`config.mk`:
```
export PLATFORM = sky130hd
export DESIGN_NAME = csr_reporter
export DESIGN_NICKNAME = d
export VERILOG_FILES = /design/src/shared/csr_pkg.sv /design/src/logic/csr_reporter.sv
export SDC_FILE = /design/constraint.sdc
export NUM_CORES = 1
export LEC_CHECK = 0
export BUFFER_PORTS_ARGS = -buffer_cell sky130_fd_sc_hd__buf_2
export CORE_ASPECT_RATIO = 1.2
export CORE_MARGIN = 1.5
export CORE_UTILIZATION = 43
export CTS_BUF_LIST = sky130_fd_sc_hd__clkbuf_16
export DETAILED_ROUTE_END_ITERATION = 16
export HOLD_SLACK_MARGIN = 0.03
export PLACE_DENSITY_LB_ADDON = 0.12
export SLEW_MARGIN = 15
export SYNTH_ARGS = -nofsm -noshare
export SYNTH_HDL_FRONTEND = slang
export SYNTH_SLANG_ARGS = --single-unit
export TNS_END_PERCENT = 5
```
`constraint.sdc`:
```
create_clock -name i_clk_sys -period 1.7 [get_ports i_clk_sys]
set_input_delay 0.255 -clock i_clk_sys [delete_from_list [all_inputs] [get_ports i_clk_sys]]
set_output_delay 0.255 -clock i_clk_sys [all_outputs]
set_load 0.01 [all_outputs]
```
`src/shared/csr_pkg.sv`:
```
// Purpose: shared constants and types for the calibration status reporter
// Assumes: 32-bit apb data, word-aligned registers
// Notes: register offsets are a local choice, one aligned word each
package csr_pkg;
  // ----------------------------------------------------------------
  // register map
  // ----------------------------------------------------------------
  localparam logic [11:0] CSR_ADDR_RESULT = 12'h000;
  localparam logic [11:0] CSR_ADDR_STATUS = 12'h004;
  localparam logic [11:0] CSR_ADDR_MASK = 12'h008;
  localparam logic [11:0] CSR_ADDR_STATE = 12'h00c;
  localparam logic [31:0] CSR_RESULT_RST = 32'h0000_0000;
  localparam logic [1:0] CSR_MASK_RST = 2'h0;
  // ----------------------------------------------------------------
  // field positions
  // ----------------------------------------------------------------
  localparam int CSR_STAGE_LSB = 0;
  localparam int CSR_SUBCODE_LSB = 16;
  localparam int CSR_EV_PASS = 0;
  localparam int CSR_EV_FAIL = 1;
  // ----------------------------------------------------------------
  // stage codes
  // ----------------------------------------------------------------
  typedef enum logic [7:0] {
    CSR_STG_ENTER = 8'h00,
    CSR_STG_PHY_INIT = 8'h01,
    CSR_STG_DRAM_INIT = 8'h02,
    CSR_STG_HDR_WRITE = 8'h03,
    CSR_STG_BURST_PAT = 8'h04,
    CSR_STG_MORE_PAT = 8'h05,
    CSR_STG_TEST_PAT = 8'h06,
    CSR_STG_RSYNC_RST = 8'h07,
    CSR_STG_RSYNC_SWEEP = 8'h08,
    CSR_STG_RSYNC_SEEK = 8'h09,
    CSR_STG_RDV = 8'h0a,
    CSR_STG_POSTAMBLE = 8'h0b,
    CSR_STG_WR_PATH = 8'h0c,
    CSR_STG_OUT_RLAT = 8'h0d,
    CSR_STG_OUT_WLAT = 8'h0e,
    CSR_STG_CUST_MR = 8'h0f,
    CSR_STG_TRACKING = 8'h10
  } csr_stage_type;
  // sub-block error flags and result buses
  typedef struct packed {
    logic err;
    logic [7:0] result;
  } csr_subblk_type;
  typedef enum logic [1:0] {
    CSR_ST_IDLE = 2'b00,
    CSR_ST_RUN = 2'b01,
    CSR_ST_PASS = 2'b10,
    CSR_ST_FAIL = 2'b11
  } csr_fsm_type;
endpackage

```
`src/logic/csr_reporter.sv`:
```
// Purpose: calibration result word with apb access and interrupt
// Assumes: sequencer signals synchronous to i_clk_sys
// Notes: result word is read-only; event bits write-one-to-clear
`timescale 1ns/1ps
module csr_reporter #(
  parameter int NUM_SUBBLK = 3
)
(
  input wire logic i_clk_sys,
  input wire logic i_rstn,
  input wire logic i_cal_start,
  input wire logic i_cal_success,
  input wire logic i_cal_fail,
  input wire csr_pkg::csr_stage_type i_stage,
  input wire csr_pkg::csr_subblk_type [NUM_SUBBLK-1:0] i_subblk,
  input wire logic psel,
  input wire logic penable,
  input wire logic pwrite,
  input wire logic [11:0] paddr,
  input wire logic [31:0] pwdata,
  output logic [31:0] o_prdata,
  output logic o_pready,
  output logic o_pslverr,
  output logic o_irq,
  output logic o_cal_done
);
  // ----------------------------------------------------------------
  // reset release
  // ----------------------------------------------------------------
  logic rst_meta_reg;
  logic rst_sync_reg;
  // two stages so release is clean against the clock
  always_ff @(posedge i_clk_sys or negedge i_rstn)
  begin
    if (!i_rstn)
    begin
      rst_meta_reg <= 1'b0;
      rst_sync_reg <= 1'b0;
    end
    else
    begin
      rst_meta_reg <= 1'b1;
      rst_sync_reg <= rst_meta_reg;
    end
  end
  wire rstn = rst_sync_reg;

  // ----------------------------------------------------------------
  // failing sub-block lookup
  // ----------------------------------------------------------------
  logic [7:0] subcode_next;
  logic any_err;
  // lowest-index flagged sub-block wins if several flag at once
  always_comb
  begin
    subcode_next = 8'h00;
    any_err = 1'b0;
    for (int i = NUM_SUBBLK - 1; i >= 0; i--)
    begin
      if (i_subblk[i].err)
      begin
        subcode_next = i_subblk[i].result;
        any_err = 1'b1;
      end
    end
  end

  // ----------------------------------------------------------------
  // run state
  // ----------------------------------------------------------------
  csr_pkg::csr_fsm_type state_reg;
  logic fail_evt;
  logic pass_evt;
  assign fail_evt = (state_reg == csr_pkg::CSR_ST_RUN) && i_cal_fail;
  assign pass_evt = (state_reg == csr_pkg::CSR_ST_RUN) && i_cal_success && !i_cal_fail;
  // a start restarts from any state; fail beats success
  always_ff @(posedge i_clk_sys or negedge rstn)
  begin
    if (!rstn)
      state_reg <= csr_pkg::CSR_ST_IDLE;
    else if (i_cal_start)
      state_reg <= csr_pkg::CSR_ST_RUN;
    else
    begin
      unique case (state_reg)
        csr_pkg::CSR_ST_IDLE: state_reg <= csr_pkg::CSR_ST_IDLE;
        csr_pkg::CSR_ST_RUN:
        begin
          if (fail_evt)
            state_reg <= csr_pkg::CSR_ST_FAIL;
          else if (pass_evt)
            state_reg <= csr_pkg::CSR_ST_PASS;
        end
        csr_pkg::CSR_ST_PASS: state_reg <= csr_pkg::CSR_ST_PASS;
        csr_pkg::CSR_ST_FAIL: state_reg <= csr_pkg::CSR_ST_FAIL;
      endcase
    end
  end

  // ----------------------------------------------------------------
  // result word
  // ----------------------------------------------------------------
  logic [31:0] result_reg;
  logic [31:0] result_next;
  // only stage and subcode bytes carry content; other bytes read zero
  always_comb
  begin
    result_next = 32'h0000_0000;
    result_next[csr_pkg::CSR_STAGE_LSB +: 8] = i_stage;
    result_next[csr_pkg::CSR_SUBCODE_LSB +: 8] = any_err ? subcode_next : 8'h00;
  end
  // latched once per run; start clears so stale results never show
  always_ff @(posedge i_clk_sys or negedge rstn)
  begin
    if (!rstn)
      result_reg <= csr_pkg::CSR_RESULT_RST;
    else if (i_cal_start)
      result_reg <= csr_pkg::CSR_RESULT_RST;
    else if (fail_evt)
      result_reg <= result_next;
    else if (pass_evt)
      result_reg <= csr_pkg::CSR_RESULT_RST;
  end

  // ----------------------------------------------------------------
  // events, mask and interrupt
  // ----------------------------------------------------------------
  logic [1:0] status_reg;
  logic [1:0] mask_reg;
  logic wr_acc;
  logic rd_acc;
  assign wr_acc = psel && penable && pwrite;
  assign rd_acc = psel && penable && !pwrite;
  // set beats a same-cycle write-one clear
  always_ff @(posedge i_clk_sys or negedge rstn)
  begin
    if (!rstn)
      status_reg <= 2'h0;
    else
    begin
      for (int b = 0; b < 2; b++)
      begin
        if (b == csr_pkg::CSR_EV_PASS && pass_evt)
          status_reg[b] <= 1'b1;
        else if (b == csr_pkg::CSR_EV_FAIL && fail_evt)
          status_reg[b] <= 1'b1;
        else if (wr_acc && paddr == csr_pkg::CSR_ADDR_STATUS && pwdata[b])
          status_reg[b] <= 1'b0;
      end
    end
  end
  // mask: 1 enables the event onto the interrupt
  always_ff @(posedge i_clk_sys or negedge rstn)
  begin
    if (!rstn)
      mask_reg <= csr_pkg::CSR_MASK_RST;
    else if (wr_acc && paddr == csr_pkg::CSR_ADDR_MASK)
      mask_reg <= pwdata[1:0];
  end
  // registered so the pin is glitch free, one cycle behind status
  always_ff @(posedge i_clk_sys or negedge rstn)
  begin
    if (!rstn)
      o_irq <= 1'b0;
    else
      o_irq <= |(status_reg & mask_reg);
  end
  always_ff @(posedge i_clk_sys or negedge rstn)
  begin
    if (!rstn)
      o_cal_done <= 1'b0;
    else
      o_cal_done <= (state_reg == csr_pkg::CSR_ST_PASS) || (state_reg == csr_pkg::CSR_ST_FAIL);
  end

  // ----------------------------------------------------------------
  // apb slave
  // ----------------------------------------------------------------
  logic map_hit;
  logic ro_hit;
  always_comb
  begin
    map_hit = (paddr == csr_pkg::CSR_ADDR_RESULT) || (paddr == csr_pkg::CSR_ADDR_STATUS)
           || (paddr == csr_pkg::CSR_ADDR_MASK) || (paddr == csr_pkg::CSR_ADDR_STATE);
    ro_hit = (paddr == csr_pkg::CSR_ADDR_RESULT) || (paddr == csr_pkg::CSR_ADDR_STATE);
  end
  // pready registered during setup so it is high in the first access cycle
  always_ff @(posedge i_clk_sys or negedge rstn)
  begin
    if (!rstn)
    begin
      o_pready <= 1'b0;
      o_pslverr <= 1'b0;
    end
    else
    begin
      o_pready <= psel && !penable;
      o_pslverr <= psel && !penable && (!map_hit || (pwrite && ro_hit));
    end
  end
  // read data prepared during setup; unmapped reads zero
  always_ff @(posedge i_clk_sys or negedge rstn)
  begin
    if (!rstn)
      o_prdata <= 32'h0000_0000;
    else if (psel && !penable && !pwrite)
    begin
      unique case (paddr)
        csr_pkg::CSR_ADDR_RESULT: o_prdata <= result_reg;
        csr_pkg::CSR_ADDR_STATUS: o_prdata <= {30'h0, status_reg};
        csr_pkg::CSR_ADDR_MASK: o_prdata <= {30'h0, mask_reg};
        csr_pkg::CSR_ADDR_STATE: o_prdata <= {30'h0, state_reg};
        default: o_prdata <= 32'h0000_0000;
      endcase
    end
  end

  // ----------------------------------------------------------------
  // checks
  // ----------------------------------------------------------------
  a_pass_zero_fields: assert property (@(posedge i_clk_sys) disable iff (!rstn)
    pass_evt && !i_cal_start |=> result_reg[7:0] == 8'h00 && result_reg[23:16] == 8'h00)
    else $error("passing run left nonzero fields");
  a_fail_stage_code: assert property (@(posedge i_clk_sys) disable iff (!rstn)
    fail_evt && !i_cal_start |=> result_reg[7:0] == $past(i_stage))
    else $error("stage byte wrong after fail");
  a_fail_subcode: assert property (@(posedge i_clk_sys) disable iff (!rstn)
    fail_evt && !i_cal_start && i_subblk[0].err |=> result_reg[23:16] == $past(i_subblk[0].result))
    else $error("subcode byte wrong after fail");
  a_result_held: assert property (@(posedge i_clk_sys) disable iff (!rstn)
    state_reg == csr_pkg::CSR_ST_FAIL && !i_cal_start |=> $stable(result_reg))
    else $error("result changed without a new run");
  a_result_ro: assert property (@(posedge i_clk_sys) disable iff (!rstn)
    wr_acc && paddr == csr_pkg::CSR_ADDR_RESULT && !i_cal_start && !fail_evt && !pass_evt
    |=> $stable(result_reg))
    else $error("write altered result word");
  a_result_read: assert property (@(posedge i_clk_sys) disable iff (!rstn)
    psel && !penable && !pwrite && paddr == csr_pkg::CSR_ADDR_RESULT
    |=> o_pready && o_prdata == $past(result_reg))
    else $error("result read mismatch");
  a_unused_bytes: assert property (@(posedge i_clk_sys) disable iff (!rstn)
    result_reg[15:8] == 8'h00 && result_reg[31:24] == 8'h00)
    else $error("unused bytes nonzero");
  a_stage_range: assert property (@(posedge i_clk_sys) disable iff (!rstn)
    state_reg == csr_pkg::CSR_ST_FAIL |-> result_reg[7:0] <= 8'h10)
    else $error("stage code out of range");
  a_irq_fail: assert property (@(posedge i_clk_sys) disable iff (!rstn)
    fail_evt && mask_reg[1] ##1 mask_reg[1] |=> o_irq)
    else $error("fail event did not raise irq");

  // ----------------------------------------------------------------
  // run and event checks
  // ----------------------------------------------------------------
  // start wipes the previous outcome so a rerun never shows stale data
  a_start_clears: assert property (@(posedge i_clk_sys) disable iff (!rstn)
    i_cal_start |=> result_reg == csr_pkg::CSR_RESULT_RST && state_reg == csr_pkg::CSR_ST_RUN)
    else $error("start did not clear the result");
  a_idle_pass_held: assert property (@(posedge i_clk_sys) disable iff (!rstn)
    (state_reg == csr_pkg::CSR_ST_IDLE || state_reg == csr_pkg::CSR_ST_PASS) && !i_cal_start
    |=> $stable(result_reg))
    else $error("result moved outside a run");
  a_fail_state: assert property (@(posedge i_clk_sys) disable iff (!rstn)
    fail_evt && !i_cal_start |=> state_reg == csr_pkg::CSR_ST_FAIL)
    else $error("fail did not end the run");
  a_pass_state: assert property (@(posedge i_clk_sys) disable iff (!rstn)
    pass_evt && !i_cal_start |=> state_reg == csr_pkg::CSR_ST_PASS)
    else $error("pass did not end the run");

  // event flags: a set in the same cycle as a write-one clear wins
  a_fail_flag_set: assert property (@(posedge i_clk_sys) disable iff (!rstn)
    fail_evt |=> status_reg[csr_pkg::CSR_EV_FAIL])
    else $error("fail flag not set");
  a_pass_flag_set: assert property (@(posedge i_clk_sys) disable iff (!rstn)
    pass_evt |=> status_reg[csr_pkg::CSR_EV_PASS])
    else $error("pass flag not set");
  a_irq_masked: assert property (@(posedge i_clk_sys) disable iff (!rstn)
    mask_reg == 2'h0 |=> !o_irq)
    else $error("irq raised while fully masked");
  a_done_level: assert property (@(posedge i_clk_sys) disable iff (!rstn)
    state_reg == csr_pkg::CSR_ST_FAIL || state_reg == csr_pkg::CSR_ST_PASS |=> o_cal_done)
    else $error("done flag missing after run end");

  // bus answers: no wait states, refusals flagged alongside ready
  a_ready_access: assert property (@(posedge i_clk_sys) disable iff (!rstn)
    psel && !penable |=> o_pready)
    else $error("no ready in access cycle");
  a_no_stray_ready: assert property (@(posedge i_clk_sys) disable iff (!rstn)
    !psel |=> !o_pready)
    else $error("ready without a transfer");
  a_ro_write_err: assert property (@(posedge i_clk_sys) disable iff (!rstn)
    psel && !penable && pwrite && paddr == csr_pkg::CSR_ADDR_RESULT |=> o_pready && o_pslverr)
    else $error("write to result word not refused");
  a_state_read: assert property (@(posedge i_clk_sys) disable iff (!rstn)
    psel && !penable && !pwrite && paddr == csr_pkg::CSR_ADDR_STATE
    |=> o_prdata == {30'h0, $past(state_reg)})
    else $error("run state read mismatch");
endmodule

```
==> results of run 1 <==
-- final cells by class --
type	count	area, um^2	share of cell area, %
inverter	9	33.8	1.28
tap	58	72.6	2.76
multi-input combinational	104	776	29.5
clock inverter	3	63.8	2.42
sequential	44	1100	41.9
clock buffer	5	125	4.75
timing repair buffer	83	460	17.5
-- kinds of logic (layout without fill, tap and decap cells) --
kind of cell | count (synthesis) | after routing
xor gates and xnor gates | 1 | 1
other | 2 | 17
buffers and inverters | 33 | 100
AOI/OAI and AO/OA | 58 | 58
DFF | 44 | 44
muxes | 4 | 4
and+or+nand+nor | 24 | 24
-- cells in the mapped netlist (all sizes together) --
library cell,number
a32o,1
a221oi,7
a21oi,11
a21boi,1
or4,2
nand3,2
conb,2
nor4,1
or2,1
nor4b,1
and3,1
nand2,6
o31a,1
clkbuf,7
nand3b,1
nor2b,3
xnor2,1
dfrtp,44
nor2,1
nand2b,3
inv,9
a22o,30
mux2,2
a31oi,3
nand4b,1
mux4,2
and4b,1
buf,17
o21ai,3
a21o,1
-- power by group --
group	internal, mW	switching [mW]
combinational	0.112	0.132
sequential	1.08	0.0206
clock	0.835	0.364
-- worst max-delay path: stages --
cell and delay (ns):
buf_2 0.10, or4_4 0.53, nor4_4 0.29, buf_4 0.17, nand4b_1 0.14, mux2_2 0.31
-- metrics by stage --
step | hold slack, ns | instances | cell area (um^2) | worst slack (ns)
finish | 0.167 | 306 | 2630 | 0.0651
global route | 0.162 | 306 | 2630 | -0.0172
CTS | 0.158 | 306 | 2630 | 0.0515
detailed placement | 0.0401 | 297 | 2430 | -0.258
global placement | 0.0396 | 297 | 2430 | -0.213
floorplan | -0.0406 | 181 | 2070 | -0.0785
-- metal layers --
metal	track usage, %	wire [um]
met5	0	0
met4	7.50	81
met3	4.35	307
met2	28.7	1930
met1	21.3	1680
-- timing repair --
action | CTS | global route
setup buffers | 0 | 0
gates resized for setup | 0 | 0
hold buffers | 1 | 0
hold endpoints to repair | 2 | 0
setup endpoints to repair | 0 | 2
-- placed cells by master (no fill, tap or decap), types with 2 or more instances in the layout --
master     count
buf_2         76
dfrtp_1       43
a22o_1        20
conb_1        17
a21oi_1       11
a22o_2        10
inv_1         10
a221oi_1       7
nand2_1        6
clkbuf_16      5
buf_4          4
nor2b_1        3
nand2b_1       3
a31oi_1        3
o21ai_0        3
nand3_1        2
mux2_2         2
mux4_2         2
bufinv_16      2
buf_12         2
-- path summary, 6_finish.rpt --
check / startpoint / to / slack [ns] / cells after the start
setup / recovery: paddr[5] / mask_reg[0]$_DFFE_PN0P_ / 0.07 / 6
hold / removal: penable / o_pready$_DFF_PN0_ / 0.17 / 2
setup reg to reg: state_reg[1]$_DFFE_PN0P_ / result_reg[22]$_DFFE_PN0P_ / 0.27 / 4
hold reg to reg: rst_sync_reg$_DFF_PN0_ / state_reg[1]$_DFFE_PN0P_ / 0.24 / 1
max in group asynchronous: rst_sync_reg$_DFF_PN0_ / o_prdata[18]$_DFFE_PN0P_ / 1.25 / 1
min in group asynchronous: rst_sync_reg$_DFF_PN0_ / state_reg[1]$_DFFE_PN0P_ / 0.24 / 1
==> impl_summary.txt, run 1 <==
----------------------------------------------------
[Synthesis]
  Xor and xnor area share after synthesis ... 0.435%
  Cell variety after synth ... 33
  Fraction of the mapped netlist area in adder cells ... 0%
  Cell type with the highest aggregate area in the netlist ... dfrtp_1
  Gate Count Post-Synth ... between 150 and 200
  Total of warnings raised by yosys ... 0
  Synthesized area per cell ... 12.1 um^2
  Number of synthesized register bits ... 44
  Top area cells in the synthesized netlist ... dfrtp_1 55%, a22o_1 8.7%, buf_4 6.0%
  Main combinational cell family by area after synthesis ... compound AO/OA/AOI/OAI gates
  Complex-gate fraction of the synthesized area ... 22.8%
  Sequential cell area fraction in the yosys report ... 54.7%
  Synth Area in Simple Gates ... 8.77%
  Area of the mapped netlist ... 0.00201 mm^2
  Mux share of post-synthesis cell area ... about 3.4%
  Post-synth top area share ... 54.7%

[Placed design]
  Number of buffers inserted by port buffering ... 76
  DP Wirelength ... 3.06 mm
  Final GP Congestion ... 0.738

[Routing]
  Detail Route Antenna Nets ... 0
  Detailed router's first-iteration violation count ... 71
  Wire length after detailed routing ... approximately 4.0 mm
  Count of vias placed by the detailed router ... 1,552
  Wire length per cell after detailed routing ... 13.1 um
  Number of search-and-repair iterations in the first detailed-routing pass ... 4
  # DRC ... 0
  Drt via density ... slightly above 5

[Worst setup path]
  Maximum fanout along the worst path ... 4
  Crit. End Element ... flop
  Worst endpoint data arrival time ... 1.80 ns
  Critical path required time ... 1.87 ns
  Element type at the critical path start ... primary input
  WS Path Type ... primary input to flop

[Power]
  Power density normalized to cell area ... 967 mW/mm^2
  Sum of internal, switching and leakage power ... 2.55 mW
  Static leakage ... ~1.4 nW
  Worst ir drop on vdd ... between 0.5 and 0.6 mV

[Layout]
  Post-layout nets ... 334
  Fill cell total of the finished layout ... 412
  Final Core Density ... 57.8%
  Number of antenna cells inserted ... 0
  Growth of design area from synthesis to finish ... 30.9%
  Ratio of cells with drive above 1 in the final layout ... 43.5%

[STA]
  Count of endpoints failing hold in the final timing report ... 0
  Setup TNS ... 0 ns
  Max-slew violation total from the final report ... 0
  Final worst-path cycle share ... 96.2%
  Number of setup violations in the final report ... 0
  Worst clock skew ... between 0.006 and 0.007 ns
  Unrepaired setup endpoints after global routing ... true
  Highest clock frequency the design can meet ... 612 MHz
  Min cycle time layout ... 1.63 ns

[GRT]
  First-pass GRT wire length ... 6.83 mm
  Vias in the first global route ... between 1,000 and 1,500
  Global-route congestion overflow total ... 0
  Number of antenna violations at the first check in global routing ... 0
  Gr usage total ... 17.4%
  Pin count of the biggest net entering global routing ... 43

[Clock tree]
  Root Buffer ... clkbuf_16
  Insertion delay of the later-clocked pin in the worst-skew pair ... 0.28 ns
  CTS clk-pin slew, worst paths ... roughly 0.060 ns
  TritonCTS clock tree ... yes
  Number of buffers on the longest clock path ... 2
  Number of CTS-inserted buffers ... 5
  Deepest level of the CTS H-tree ... 2
  Clock tree sinks ... 44

[Floorplanning]
  Number of placement rows ... 27
  Placeable core region ... ~0.0046 mm^2
  Die area ... 0.00510 mm^2
  Ports ... approximately 120
  Width of the chip ... 65.4 um
  Initial cell density of the core ... 44.1%
  Die outline height ... 77.9 um

[Worst hold path]
  Hold Crit Class ... primary input to flop

[Job]
  Max-Cap Viols ... 0

[Run status]
  Status ... complete, no violations

----------------------------------------------------
Note: power is estimated with default switching activity, not from simulation.
==> inputs of run 2 (changes only) <==
--- a/config.mk
+++ b/config.mk
@@ -5,10 +5,11 @@
 export SDC_FILE = /design/constraint.sdc
 export NUM_CORES = 1
 export LEC_CHECK = 0
+export ABC_AREA = 1
 export BUFFER_PORTS_ARGS = -buffer_cell sky130_fd_sc_hd__buf_2
 export CORE_ASPECT_RATIO = 1.2
 export CORE_MARGIN = 1.5
-export CORE_UTILIZATION = 43
+export CORE_UTILIZATION = 45
 export CTS_BUF_LIST = sky130_fd_sc_hd__clkbuf_16
 export DETAILED_ROUTE_END_ITERATION = 16
 export HOLD_SLACK_MARGIN = 0.03
==> run 2 against run 1 <==
Effect of this change:
- critical path depth up 2
- total power down 11%
- synthesized area up 12%
- worst setup slack better by 0.17 ns
- clock skew down 0.0023 ns
- fmax up 12%
- routed wire length up 15%
- clock power down 27%
- via count up 22%
- critical endpoint is now state_reg[1]$_DFFE_PN0P_
- largest power group is now sequential cells
- highest routed layer unchanged
==> impl_summary.txt, run 2 <==
----------------------------------------------------
[Routing]
  Number of search-and-repair iterations in the first detailed-routing pass ... 4 (unchanged)
  Detail Route Antenna Nets ... 0 (unchanged)
  Wire length after detailed routing ... 4.59 mm (+15%)
  Wire length per cell after detailed routing ... 11.7 um (-10%)
  Count of vias placed by the detailed router ... 1,887 (+22%)
  Drt via density ... 4.80 (-5.3%)
  # DRC ... 0 (unchanged)
  Detailed router's first-iteration violation count ... 56 (-21%)

[Clock tree]
  Root Buffer ... clkbuf_16
  Number of gates given a new drive strength after cts ... 0 (unchanged)
  Number of buffers on the longest clock path ... 2 (unchanged)
  Clock tree sinks ... 44 (unchanged)
  TritonCTS clock tree ... yes
  Insertion delay of the later-clocked pin in the worst-skew pair ... 0.28 ns (about the same)
  CTS clk-pin slew, worst paths ... 0.06 ns (about the same)
  Deepest level of the CTS H-tree ... 2 (unchanged)
  Number of CTS-inserted buffers ... 5 (unchanged)

[Synthesis]
  Cell variety after synth ... 30 (-9.1%)
  Synthesized area per cell ... 8.84 um^2 (-27%)
  Gate Count Post-Synth ... 255 (+54%)
  Number of enable flip-flop cells after synthesis ... 0 (unchanged)
  Sequential cell area fraction in the yosys report ... 48.8% (-5.9 points)
  Most common cell in the synthesized netlist ... nand2_1
  Share of synthesized flip-flops with an asynchronous set or reset ... 100% (unchanged)
  Post-synth top area share ... 48.8% (-5.9 points)
  Main flop type after synthesis ... dfrtp_1
  Commonest cells in the netlist ... 52 x nand2_1, 44 x dfrtp_1, 28 x inv_1
  Top area cells in the synthesized netlist ... dfrtp_1 49%, nand2_1 8.7%, o31ai_2 5.5%
  Total of warnings raised by yosys ... 0 (unchanged)
  Number of synthesized register bits ... 44 (unchanged)
  Area of the mapped netlist ... 0.00225 mm^2 (+12%)
  Cell type with the highest aggregate area in the netlist ... dfrtp_1

[Layout]
  Area used by multi-input combinational logic ... 913 um^2 (+18%)
  Sequential Area ... 0.00110 mm^2 (unchanged)
  Fill cell total of the finished layout ... 470 (+14%)
  Final Core Density ... 57.0% (-0.74 points)
  Highest-count cells in the layout ignoring fill and taps ... 76 x buf_2, 52 x nand2_1, 43 x dfrtp_1, 30 x inv_1, 19 x nand3_1
  Most common cell after layout, fill and taps aside ... buf_2
  Ratio of cells with drive above 1 in the final layout ... 33.3% (-10 points)
  Number of antenna cells inserted ... 0 (unchanged)
  Post-layout nets ... 419 (+25%)
  Growth of design area from synthesis to finish ... 23.1%

[STA]
  Highest clock frequency the design can meet ... 684 MHz (+12%)
  Setup TNS ... 0 ns (unchanged)
  Number of setup violations in the final report ... 0 (unchanged)
  Final worst-path cycle share ... 86.0% (-10 points)
  Transition time at the pin with the least slew margin ... just over 0.6 ns
  Max-slew violation total from the final report ... 0 (unchanged)
  Count of endpoints failing hold in the final timing report ... 0 (unchanged)
  Worst Setup Slack, final ... 0.238 ns (+0.173 ns)
  Unrepaired setup endpoints after global routing ... false
  Worst rel slew slack ... 58.7%
  Worst clock skew ... 0.00403 ns (-0.00226 ns)
  Min cycle time layout ... 1.46 ns (-0.173 ns)

[Worst setup path]
  Crit Reg-Reg Startpoint ... state_reg[0]$_DFFE_PN0P_
  Longest individual stage delay on the worst path ... 0.42 ns (-0.11 ns)
  Sum of buffers and inverters on the critical path ... 3 (+1)
  Critical path required time ... 1.87 ns (about the same)
  Cells along the critical path ... inv_2 > nor2_2 > nand3b_1 > nand3_2 > nor2_1 > inv_2 > o211ai_1 > inv_1
  R2R Setup Slk ... 0.24 ns (-0.03 ns)
  Library cell appearing most often on the critical path ... inv_2
  Crit. End Element ... flop
  Element type at the critical path start ... flop
  Maximum fanout along the worst path ... 16 (+12)
  WS Path Type ... flop to flop
  Delay-heaviest family, CP ... simple AND/OR/NAND/NOR gates
  Worst reg2reg path endpoint ... state_reg[1]$_DFFE_PN0P_
  Worst R2R Path Depth ... 8 (+4)
  Worst endpoint data arrival time ... 1.63 ns (-0.17 ns)
  Worst path slowest cell ... dfrtp_1

[Worst hold path]
  Worst hold path depth ... 2 (unchanged)
  Destination of the worst hold path ... o_pready$_DFF_PN0_
  Worst hold path startpoint ... penable
  Hold Crit Class ... primary input to flop

[Floorplanning]
  Die outline height ... 80.5 um (+3.3%)
  Placeable core region ... 0.00487 mm^2 (+6.8%)
  Ports ... 123 (unchanged)
  Number of placement rows ... 28 (+3.7%)
  Initial cell density of the core ... 46.3% (+2.2 points)
  Die area ... 0.00545 mm^2 (+6.8%)
  Width of the chip ... 67.6 um (+3.3%)

[Run status]
  Status ... complete, no violations

[Power]
  Sum of internal, switching and leakage power ... 2.26 mW (-11%)
  Worst ir drop on vdd ... 0.534 mV (+3.4%)
  Static leakage ... 1.51 nW (+9.1%)
  Power density normalized to cell area ... 814 mW/mm^2 (-16%)

[GRT]
  Global-route congestion overflow total ... 0 (unchanged)
  Number of antenna violations at the first check in global routing ... 0 (unchanged)
  Vias in the first global route ... 1,734 (+18%)
  Gr usage total ... 18.4% (+1.1 points)
  First-pass GRT wire length ... 7.54 mm (+10%)
  Pin count of the biggest net entering global routing ... 32 (-26%)

[Placed design]
  Final GP Congestion ... 0.757 (+2.5%)
  DP Wirelength ... 3.48 mm (+14%)
  Number of buffers inserted by port buffering ... 76 (unchanged)
  Worst setup slack after placement ... 0.249 ns (+0.508 ns)

[Job]
  Max-Cap Viols ... 0 (unchanged)

----------------------------------------------------
==> run 2: cell families after synthesis <==
| logic type | share of synthesized area (%) |
|---|---|
| AOI/OAI and AO/OA | 17.9 |
| buffers and inverters | 13.2 |
| DFF | 48.8 |
| other | 0.333 |
| and+or+nand+nor | 19.8 |
==> run 2: timing repair <==
action	CTS	global route
endpoints found under the hold margin	2	0
hold buffers	1	0
setup buffers	0	0
==> run 2: area by class of cell <==
| type | count | share of cell area, % |
|---|---|---|
| sequential | 44 | 39.7 |
| multi-input combinational | 168 | 32.9 |
| timing repair buffer | 80 | 15.3 |
| clock buffer | 5 | 4.51 |
| inverter | 33 | 4.46 |
| tap | 60 | 2.70 |
| clock inverter | 3 | 0.406 |
==> run 2: how the worst max path moves through the flow <==
| stage | from | to | slack [ns] | cells after the start |
|---|---|---|---|---|
| final | state_reg[0]$_DFFE_PN0P_ | state_reg[1]$_DFFE_PN0P_ | 0.24 | 8 |
| after global routing | state_reg[1]$_DFFE_PN0P_ | state_reg[1]$_DFFE_PN0P_ | 0.13 | 7 |
| after CTS | state_reg[0]$_DFFE_PN0P_ | state_reg[1]$_DFFE_PN0P_ | 0.22 | 8 |
| after detailed placement | state_reg[0]$_DFFE_PN0P_ | state_reg[1]$_DFFE_PN0P_ | 0.25 | 8 |
| after global placement | state_reg[0]$_DFFE_PN0P_ | state_reg[1]$_DFFE_PN0P_ | 0.26 | 8 |
| after floorplan | rst_sync_reg$_DFF_PN0_ | mask_reg[0]$_DFFE_PN0P_ | 0.38 | 0 |
==> run 2: stage by stage <==
stage	std cells	area, um^2	hold slack [ns]
floorplan	270	2310	-0.0406
CTS	393	2780	0.151
detailed placement	384	2630	0.0406
global route	393	2780	0.147
global placement	384	2630	0.0399
finish	393	2780	0.154
==> run 2: metal layers <==
metal | GRT usage [%] | vias up | routed length (um)
met5 | 0 | - | 0
met4 | 6.73 | 0 | 73
met3 | 4.76 | 5 | 306
met2 | 31.7 | 71 | 2320
met1 | 21.7 | 853 | 1890
li1 | - | 958 | -
==> run 2: power by group <==
| group | switching, mW | internal (mW) |
|---|---|---|
| Sequential | 0.0295 | 1.09 |
| Combinational | 0.160 | 0.106 |
| Clock | 0.350 | 0.527 |
| Total | 0.540 | 1.72 |
